$ cat src/shared/chg_irq_pkg.sv
// constants, layouts and types for the charger interrupt and configuration bank
package chg_irq_pkg;
  localparam int REG_W = 8;
  localparam int ADDR_W = 8;
  localparam logic [7:0] OFF_CHARGER_STATUS = 8'h01;
  localparam logic [7:0] OFF_REGULATOR_STATUS = 8'h02;
  localparam logic [7:0] OFF_CHARGER_MASK = 8'h03;
  localparam logic [7:0] OFF_REGULATOR_MASK = 8'h04;
  localparam logic [7:0] OFF_CHARGER_ACK = 8'h05;
  localparam logic [7:0] OFF_REGULATOR_ACK = 8'h06;
  localparam logic [7:0] OFF_CHARGER_CONFIG = 8'h07;
  localparam logic [7:0] RST_ACK = 8'h00;
  localparam logic [7:0] RST_MASK = 8'hFF;
  localparam logic [7:0] RST_CONFIG = 8'h1B;
  localparam logic [7:0] REG_ACK_VALID = 8'hEF;
  localparam int CFG_AUTO_ON_DIS = 7;
  localparam int CFG_RESTART = 6;
  localparam int CFG_TIMER_EN = 5;
  localparam int CFG_CUR_MSB = 4;
  localparam int CFG_CUR_LSB = 3;
  localparam int CFG_USB_500 = 2;
  localparam int CFG_USB_PERMIT = 1;
  localparam int CFG_CHARGE_EN = 0;
  localparam int TAPER_BIT = 3;

  typedef enum logic [1:0] {
    CUR_QUARTER = 2'h0,
    CUR_HALF = 2'h1,
    CUR_THREE_Q = 2'h2,
    CUR_FULL = 2'h3
  } cur_level_e;

  typedef enum logic [1:0] {
    SRC_NONE = 2'h0,
    SRC_USB = 2'h1,
    SRC_WALL = 2'h3
  } chg_src_e;

  typedef struct packed {
    logic force_on;
    logic wait_mode;
    logic restart;
    logic timers_en;
    cur_level_e cur_level;
    chg_src_e source;
    logic usb_limit_500;
  } chg_ctrl_s;

  typedef struct packed {
    logic wr;
    logic rd;
    logic [7:0] addr;
    logic [7:0] wdata;
  } reg_req_s;
endpackage
$ cat src/core/chg_irq_bank.sv
// charger interrupt acknowledge bank and charger configuration register
`timescale 1ns/10ps
// What this block does
// - each charger ack bit silences its matching status condition at the interrupt pin
// - after an ack, pin goes high unless another unmasked unacked condition pends
// - ack bit clears itself when its status condition goes away
// - regulator ack works alike per status bit; bit 4 always reads zero
// - both ack registers are read-only, eight bits, reset to zero
// - auto-on enabled: valid source and supply above lockout force on state
// - auto-on disabled: present source enters wait mode, converters stay off
// - restart bit clears charger timers; host writes one then zero
// - bit 5 enables timers and selects what status bit 3 reports
// - bits 4 and 3 select charge current level, reset to one
// - bit 2 limits usb current to 100 mA or 500 mA
// - usb current limit bit ignored while usb permit bit is zero
// - bit 1 permits usb charging, resets to one
// - bit 0 enables all charging, resets to one
// - with both sources valid, wall input is chosen
// - configuration at 07h, eight bits read/write, reset 1Bh
// - rising regulator status bit other than bit 4 drives interrupt low unless masked
// - all mask bits reset to one
// - current field: 11 full, 10 three quarters, 01 half, 00 quarter
module chg_irq_bank (
  // clock and reset
  input wire logic clk,
  input wire logic rst_n,
  // register port from the serial interface, same clock
  input wire chg_irq_pkg::reg_req_s req,
  output logic [7:0] rdata_q,
  // charger and regulator condition inputs from analog pins
  input wire logic [7:0] charger_cond_raw,
  input wire logic [7:0] regulator_cond_raw,
  input wire logic taper_comparator_raw,
  input wire logic taper_timer_done,
  input wire logic wall_input_valid_raw,
  input wire logic usb_valid_raw,
  input wire logic supply_above_lockout_raw,
  // charger control outputs
  output chg_irq_pkg::chg_ctrl_s ctrl_q,
  // interrupt pin, open drain: oe low drives low
  output logic irq_out,
  output logic irq_oe_n
);
  logic [7:0] chg_s1_q, chg_s2_q, reg_s1_q, reg_s2_q, reg_prev_q;
  logic [2:0] misc_s1_q, misc_s2_q;
  logic [7:0] chg_stat, reg_stat;
  logic [7:0] chg_mask_q, reg_mask_q, chg_ack_q, reg_ack_q, cfg_q;
  logic [7:0] chg_lat_q, reg_lat_q;
  logic [15:0] pend, pick;
  logic [15:0] shown_q;
  logic wall_ok, usb_ok, supply_ok, src_present;
  chg_irq_pkg::chg_ctrl_s ctrl_d;
  logic [7:0] rdata_d;

  // input synchronisers
  always_ff @(posedge clk or negedge rst_n) begin
    if (!rst_n) begin
      chg_s1_q <= 8'h00;
      chg_s2_q <= 8'h00;
      reg_s1_q <= 8'h00;
      reg_s2_q <= 8'h00;
      misc_s1_q <= 3'h0;
      misc_s2_q <= 3'h0;
    end else begin
      chg_s1_q <= {charger_cond_raw[7:4], 1'b0, charger_cond_raw[2:0]};
      chg_s2_q <= chg_s1_q;
      reg_s1_q <= regulator_cond_raw & chg_irq_pkg::REG_ACK_VALID;
      reg_s2_q <= reg_s1_q;
      misc_s1_q <= {wall_input_valid_raw, usb_valid_raw, supply_above_lockout_raw};
      misc_s2_q <= misc_s1_q;
    end
  end

  logic taper_s1_q, taper_s2_q;
  always_ff @(posedge clk or negedge rst_n) begin
    if (!rst_n) begin
      taper_s1_q <= 1'b0;
      taper_s2_q <= 1'b0;
    end else begin
      taper_s1_q <= taper_comparator_raw;
      taper_s2_q <= taper_s1_q;
    end
  end

  assign wall_ok = misc_s2_q[2];
  assign usb_ok = misc_s2_q[1];
  assign supply_ok = misc_s2_q[0];
  assign src_present = wall_ok | usb_ok;

  always_comb begin
    chg_stat = chg_s2_q;
    chg_stat[chg_irq_pkg::TAPER_BIT] = cfg_q[chg_irq_pkg::CFG_TIMER_EN] ? taper_timer_done
                                                                          : taper_s2_q;
  end
  assign reg_stat = reg_s2_q;

  always_ff @(posedge clk or negedge rst_n) begin
    if (!rst_n) begin
      reg_prev_q <= 8'h00;
    end else begin
      reg_prev_q <= reg_stat;
    end
  end

  // masks reset to all ones, host writable
  always_ff @(posedge clk or negedge rst_n) begin
    if (!rst_n) begin
      chg_mask_q <= chg_irq_pkg::RST_MASK;
      reg_mask_q <= chg_irq_pkg::RST_MASK;
    end else if (req.wr) begin
      if (req.addr == chg_irq_pkg::OFF_CHARGER_MASK) begin
        chg_mask_q <= req.wdata;
      end
      if (req.addr == chg_irq_pkg::OFF_REGULATOR_MASK) begin
        reg_mask_q <= req.wdata;
      end
    end
  end

  // latch regulator rising edges, charger conditions as levels
  always_ff @(posedge clk or negedge rst_n) begin
    if (!rst_n) begin
      reg_lat_q <= 8'h00;
      chg_lat_q <= 8'h00;
    end else begin
      reg_lat_q <= (reg_lat_q & reg_stat) | (reg_stat & ~reg_prev_q);
      chg_lat_q <= chg_stat;
    end
  end

  assign pend = {chg_lat_q & ~chg_mask_q & ~chg_ack_q,
                 reg_lat_q & ~reg_mask_q & ~reg_ack_q & chg_irq_pkg::REG_ACK_VALID};

  irq_pick #(.W(16)) u_pick (
    .pend(pend),
    .pick(pick)
  );

  // shown condition: hold until it leaves pending, then take the next
  always_ff @(posedge clk or negedge rst_n) begin
    if (!rst_n) begin
      shown_q <= 16'h0000;
    end else if ((shown_q & pend) == 16'h0000) begin
      shown_q <= pick;
    end
  end

  // acks track status, set from host read of status, clear on removal
  logic rd_chg_stat, rd_reg_stat;
  assign rd_chg_stat = req.rd && (req.addr == chg_irq_pkg::OFF_CHARGER_STATUS);
  assign rd_reg_stat = req.rd && (req.addr == chg_irq_pkg::OFF_REGULATOR_STATUS);
  always_ff @(posedge clk or negedge rst_n) begin
    if (!rst_n) begin
      chg_ack_q <= chg_irq_pkg::RST_ACK;
      reg_ack_q <= chg_irq_pkg::RST_ACK;
    end else begin
      chg_ack_q <= (chg_ack_q | (rd_chg_stat ? shown_q[15:8] : 8'h00)) & chg_lat_q;
      reg_ack_q <= (reg_ack_q | (rd_reg_stat ? shown_q[7:0] : 8'h00)) & reg_lat_q
                   & chg_irq_pkg::REG_ACK_VALID;
    end
  end

  // pin low while any condition pends
  always_ff @(posedge clk or negedge rst_n) begin
    if (!rst_n) begin
      irq_oe_n <= 1'b1;
    end else begin
      irq_oe_n <= (pend == 16'h0000);
    end
  end
  assign irq_out = 1'b0;

  always_ff @(posedge clk or negedge rst_n) begin
    if (!rst_n) begin
      cfg_q <= chg_irq_pkg::RST_CONFIG;
    end else if (req.wr && req.addr == chg_irq_pkg::OFF_CHARGER_CONFIG) begin
      cfg_q <= req.wdata;
    end
  end

  always_comb begin
    ctrl_d = '0;
    ctrl_d.force_on = !cfg_q[chg_irq_pkg::CFG_AUTO_ON_DIS] && src_present && supply_ok;
    ctrl_d.wait_mode = cfg_q[chg_irq_pkg::CFG_AUTO_ON_DIS] && src_present;
    ctrl_d.restart = cfg_q[chg_irq_pkg::CFG_RESTART];
    ctrl_d.timers_en = cfg_q[chg_irq_pkg::CFG_TIMER_EN];
    ctrl_d.cur_level = chg_irq_pkg::cur_level_e'(cfg_q[chg_irq_pkg::CFG_CUR_MSB:
                                                       chg_irq_pkg::CFG_CUR_LSB]);
    if (!cfg_q[chg_irq_pkg::CFG_CHARGE_EN]) begin
      ctrl_d.source = chg_irq_pkg::SRC_NONE;
    end else if (wall_ok) begin
      ctrl_d.source = chg_irq_pkg::SRC_WALL;
    end else if (usb_ok && cfg_q[chg_irq_pkg::CFG_USB_PERMIT]) begin
      ctrl_d.source = chg_irq_pkg::SRC_USB;
    end else begin
      ctrl_d.source = chg_irq_pkg::SRC_NONE;
    end
    // usb limit only while usb permitted
    ctrl_d.usb_limit_500 = cfg_q[chg_irq_pkg::CFG_USB_PERMIT] &&
                           cfg_q[chg_irq_pkg::CFG_USB_500];
  end

  always_ff @(posedge clk or negedge rst_n) begin
    if (!rst_n) begin
      ctrl_q <= '0;
    end else begin
      ctrl_q <= ctrl_d;
    end
  end

  // read mux
  always_comb begin
    unique case (req.addr)
      chg_irq_pkg::OFF_CHARGER_STATUS: rdata_d = chg_lat_q;
      chg_irq_pkg::OFF_REGULATOR_STATUS: rdata_d = reg_stat;
      chg_irq_pkg::OFF_CHARGER_MASK: rdata_d = chg_mask_q;
      chg_irq_pkg::OFF_REGULATOR_MASK: rdata_d = reg_mask_q;
      chg_irq_pkg::OFF_CHARGER_ACK: rdata_d = chg_ack_q;
      chg_irq_pkg::OFF_REGULATOR_ACK: rdata_d = reg_ack_q & chg_irq_pkg::REG_ACK_VALID;
      chg_irq_pkg::OFF_CHARGER_CONFIG: rdata_d = cfg_q;
      default: rdata_d = 8'h00;
    endcase
  end

  always_ff @(posedge clk or negedge rst_n) begin
    if (!rst_n) begin
      rdata_q <= 8'h00;
    end else if (req.rd) begin
      rdata_q <= rdata_d;
    end
  end
endmodule

$ cat src/core/irq_pick.sv
// picks the highest priority pending condition as a one-hot choice
`timescale 1ns/10ps
module irq_pick #(
  parameter int W = 16
) (
  // pending vector, bit W-1 highest
  input wire logic [W-1:0] pend,
  // one-hot choice
  output logic [W-1:0] pick
);
  // refuse a width the priority loop cannot serve
  if (W < 1) begin
    $error("irq_pick width must be positive");
  end

  always_comb begin
    pick = '0;
    for (int i = 0; i < W; i++) begin
      if (pend[i]) begin
        pick = '0;
        pick[i] = 1'b1;
      end
    end
  end
endmodule

$ cat config.mk
export PLATFORM = sky130hd
export DESIGN_NAME = chg_irq_bank
export DESIGN_NICKNAME = d
export VERILOG_FILES = /design/src/shared/chg_irq_pkg.sv /design/src/core/chg_irq_bank.sv /design/src/core/irq_pick.sv
export SDC_FILE = /design/constraint.sdc
export NUM_CORES = 1
export LEC_CHECK = 0
export BUFFER_PORTS_ARGS = -buffer_cell sky130_fd_sc_hd__buf_2
export CORE_UTILIZATION = 53
export CTS_CLUSTER_DIAMETER = 40
export DETAILED_ROUTE_END_ITERATION = 8
export PLACE_DENSITY = 0.74
export SLEW_MARGIN = 20
export SYNTH_ARGS = -nofsm -noshare
export SYNTH_HDL_FRONTEND = slang
export SYNTH_SLANG_ARGS = --single-unit
export TNS_END_PERCENT = 1
$ cat constraint.sdc
create_clock -name clk -period 4.3 [get_ports clk]
set_input_delay 0.43 -clock clk [delete_from_list [all_inputs] [get_ports clk]]
set_output_delay 0.43 -clock clk [all_outputs]
set_load 0.02 [all_outputs]
==> impl_metrics.yaml <==
route:
  drc: 0
  drt-initial-drc-count: 200
  drt_wl_total_mm: 10.4
  wl_per_cell_um: 17.4
  drtPass1Iterations: 4
  ant_nets: 0
  vias_per_cell: 5.39
  dr_total_vias: 3228
floorplanning:
  die-width_um: 100
  start_util_pct: 54.9
  io_pins: 60
  row_count: 35
  die-area_um2: 10000
  fp.coreArea_um2: 9280
  chipHeight_um: 100
grt:
  track_usage_pct: 22.9
  overflow: 0
  antenna_found_initial: 0
  grt_pass1_vias: 3158
  grt_max_degree: 69
  grt_pass1_wl_mm: 16.8
placement:
  post-dp-hpwl_mm: 6.88
  gp_congestion: 0.831
  portBuffers: 56
setup_path:
  arrival_ns: 2.60
  crit_start: "chg_mask_q[4]"
  reg2reg_from: "chg_mask_q[4]"
  reg2reg_depth: 5
  r2r-end: "shown_q[3]"
  endpoint_kind: "flip-flop"
  crit_type: "flip-flop to flip-flop"
  ff2ff_setup_slack_ns: 2.10
  worstPathCellList: "nor3b_1 -> a22oi_1 -> nand3_1 -> nor3_4 -> mux2_2"
  crit_end: "shown_q[3]"
  slowest_stage: "nor3_4"
  required_ns: 4.70
  max_stage_delay_ns: 0.67
  cp_max_fo: 15
  worst_setup_path_start_kind: "flip-flop"
timing:
  maxSlewViolCount: 0
  timing.hold.ws_ns: -0.0240
  relSlewSlack_pct: 28.6
  finalSetupTns_ns: 0
  finalCriticalPeriod_ns: 2.20
  rsz0062_at_grt: "no"
  finalSetupViolations: 0
  final.period_utilization_pct: 51.2
  hold_violations: 14
  tightestPinTransition_ns: 1.06
  fmax_mhz: 455
  skew_ns: 0.00515
power_and_ir_drop:
  switchingPower_uw: 680
  p_sw_share_pct: 22.2
  sequentialPowerShare_pct: 43.1
  power_frac_comb_pct: 6.9
  pwr-share-clk_pct: 50.0
  leakage_nw: 2.85
  vdd_ir_drop_max_mv: 0.311
  p_per_area_nw_per_um2: 487
  internal_power_mw: 2.39
  power_mw: 3.07
synthesis:
  synth_cell_type_count: 44
  yosysMostFrequentCell: "dfrtp_1"
  syn_area_um2: 5100
  syn_avg_cell_area_um2: 13.6
  yosysSeqAreaShare_pct: 64.3
  synth-main-ff-cell: "dfrtp_1"
  yosysTopAreaCell: "dfrtp_1"
  ys_warn_count: 0
  ys_top_cells_by_area: "dfrtp_1, dfstp_2, mux2_2"
  synth_edf_count: 0
  synth_top_cell_area_share_pct: 53.5
  ys_ff_latch: 130
  async_flop_share_pct: 100
  yosys-top-cells-count: "dfrtp_1, mux2_2, dfstp_2, nor2_1, inv_1"
  syn_inst: 376
  syn-num-nets: 417
outcome:
  status: "finished, violations left"
  violations: "negative hold slack"
flow_run:
  maxCapViolCount: 0
finish:
  final_net_count: 498
  drive_above_1_share_pct: 36.2
  diodes: 0
  syn2layout_area_growth_pct: 23.7
cts:
  h-tree-depth: 4
  clock_path_buffers: 2
  cts_num_sinks: 130
  clock_latency_ns: 0.52
  clkTransAtPathRegs_ns: 0.06
  cts_tree: "done"
  cts-resized-gates: 0
  clock-root-buffer: "clkbuf_8"
  numCtsBuffers: 17
hold_path:
  min_path_type: "primary input to async pin"
layout make-up:
class / instances / area, um^2
flip-flops and latches: 130 / 3280
fillers: 676 / 2980
multi-input cells: 219 / 1710
clock buffers: 21 / 469
repair buffers: 72 / 453
clock inverters: 11 / 175
well taps: 129 / 161
inverters: 17 / 63.8
cell families after synthesis:
logic type,share of synthesized area [%]
AO/OA/AOI/OAI,7.07
multiplexers,12.8
other,0.0735
AND/OR/NAND/NOR,13.4
buffers and inverters,2.36
flip-flops,64.3
metrics by stage:
stage / hold slack (ns) / util [%] / worst slack [ns] / std cells / cell area [um^2]
finish: -0.0240 / 67.9 / 2.10 / 599 / 6310
global route: 0.000600 / 67.9 / 1.94 / 599 / 6310
CTS: 0.000262 / 67.0 / 2.09 / 590 / 6220
detailed placement: 0.335 / 59.4 / 1.92 / 552 / 5510
global placement: 0.331 / 59.3 / 1.82 / 552 / 5510
floorplan: 0.134 / - / 2.43 / 376 / 5100
power by group through the flow:
stage,Clock (mW),Combinational (mW),Sequential [mW]
after floorplan,0,0.132,1.33
after CTS,1.56,0.209,1.32
final,1.53,0.213,1.32
after global routing,1.62,0.234,1.33
after detailed placement,0,0.203,1.34
after global placement,0,0.195,1.34
layer usage:
| metal | vias up | wire [um] | track usage, % |
|---|---|---|---|
| met5 | - | 0 | 0 |
| met1 | 1606 | 4750 | 31.3 |
| met4 | 0 | 177 | 8.81 |
| met2 | 97 | 5020 | 35.2 |
| li1 | 1515 | - | - |
| met3 | 10 | 486 | 6.20 |
how the worst min path moves through the flow:
stage	depth (start not counted)	end	slack, ns
2_1_floorplan	0	cfg_q[2]	0.13
3_3_place_gp	0	chg_s2_q[7]	0.33
3_5_place_dp	0	chg_lat_q[0]	0.33
4_1_cts	1	reg_s1_q[6]	0.0003
5_1_grt	1	misc_s1_q[0]	0.0006
6_report	1	ctrl_q[1]	-0.02
worst max-delay path: cells and delay by family (launching register included):
| family | cells | cell delay, ns |
|---|---|---|
| flops | 1 | 0.54 |
| mux | 1 | 0.42 |
| simple gates | 3 | 0.91 |
| compound gates | 1 | 0.21 |
sequential cells by signal (all words and copies together) (netlist names):
register,count
shown_q,15
ctrl_q,9
chg_lat_q,8
reg_ack_q,7
reg_mask_q,8
taper_s1_q,1
reg_prev_q,7
chg_s1_q,7
irq_oe_n,1
rdata_q,8
chg_mask_q,8
reg_s1_q,7
misc_s1_q,3
chg_ack_q,8
misc_s2_q,3
cfg_q,8
reg_s2_q,7
taper_s2_q,1
chg_s2_q,7
reg_lat_q,7
placed cells by master, fill, tap and decap left out, types with 9 or more instances in the layout:
master	Yosys	final
nor3b_1	14	14
dfstp_2	21	21
o22ai_1	9	9
a22oi_1	9	9
dlygate4sd3_1	0	15
inv_1	17	17
nand3_1	13	13
nor2b_1	12	12
mux2_2	44	44
nor2_1	20	20
a21oi_1	16	16
clkbuf_16	0	16
buf_2	6	55
nand2_1	12	12
mux2i_1	9	9
dfrtp_1	109	109
timing repair:
action                                 4_1_cts  5_1_grt
setup buffers                                0        0
endpoints found under the hold margin        6        9
hold buffers                                 6        9
Note: power is estimated with default switching activity, not from simulation.
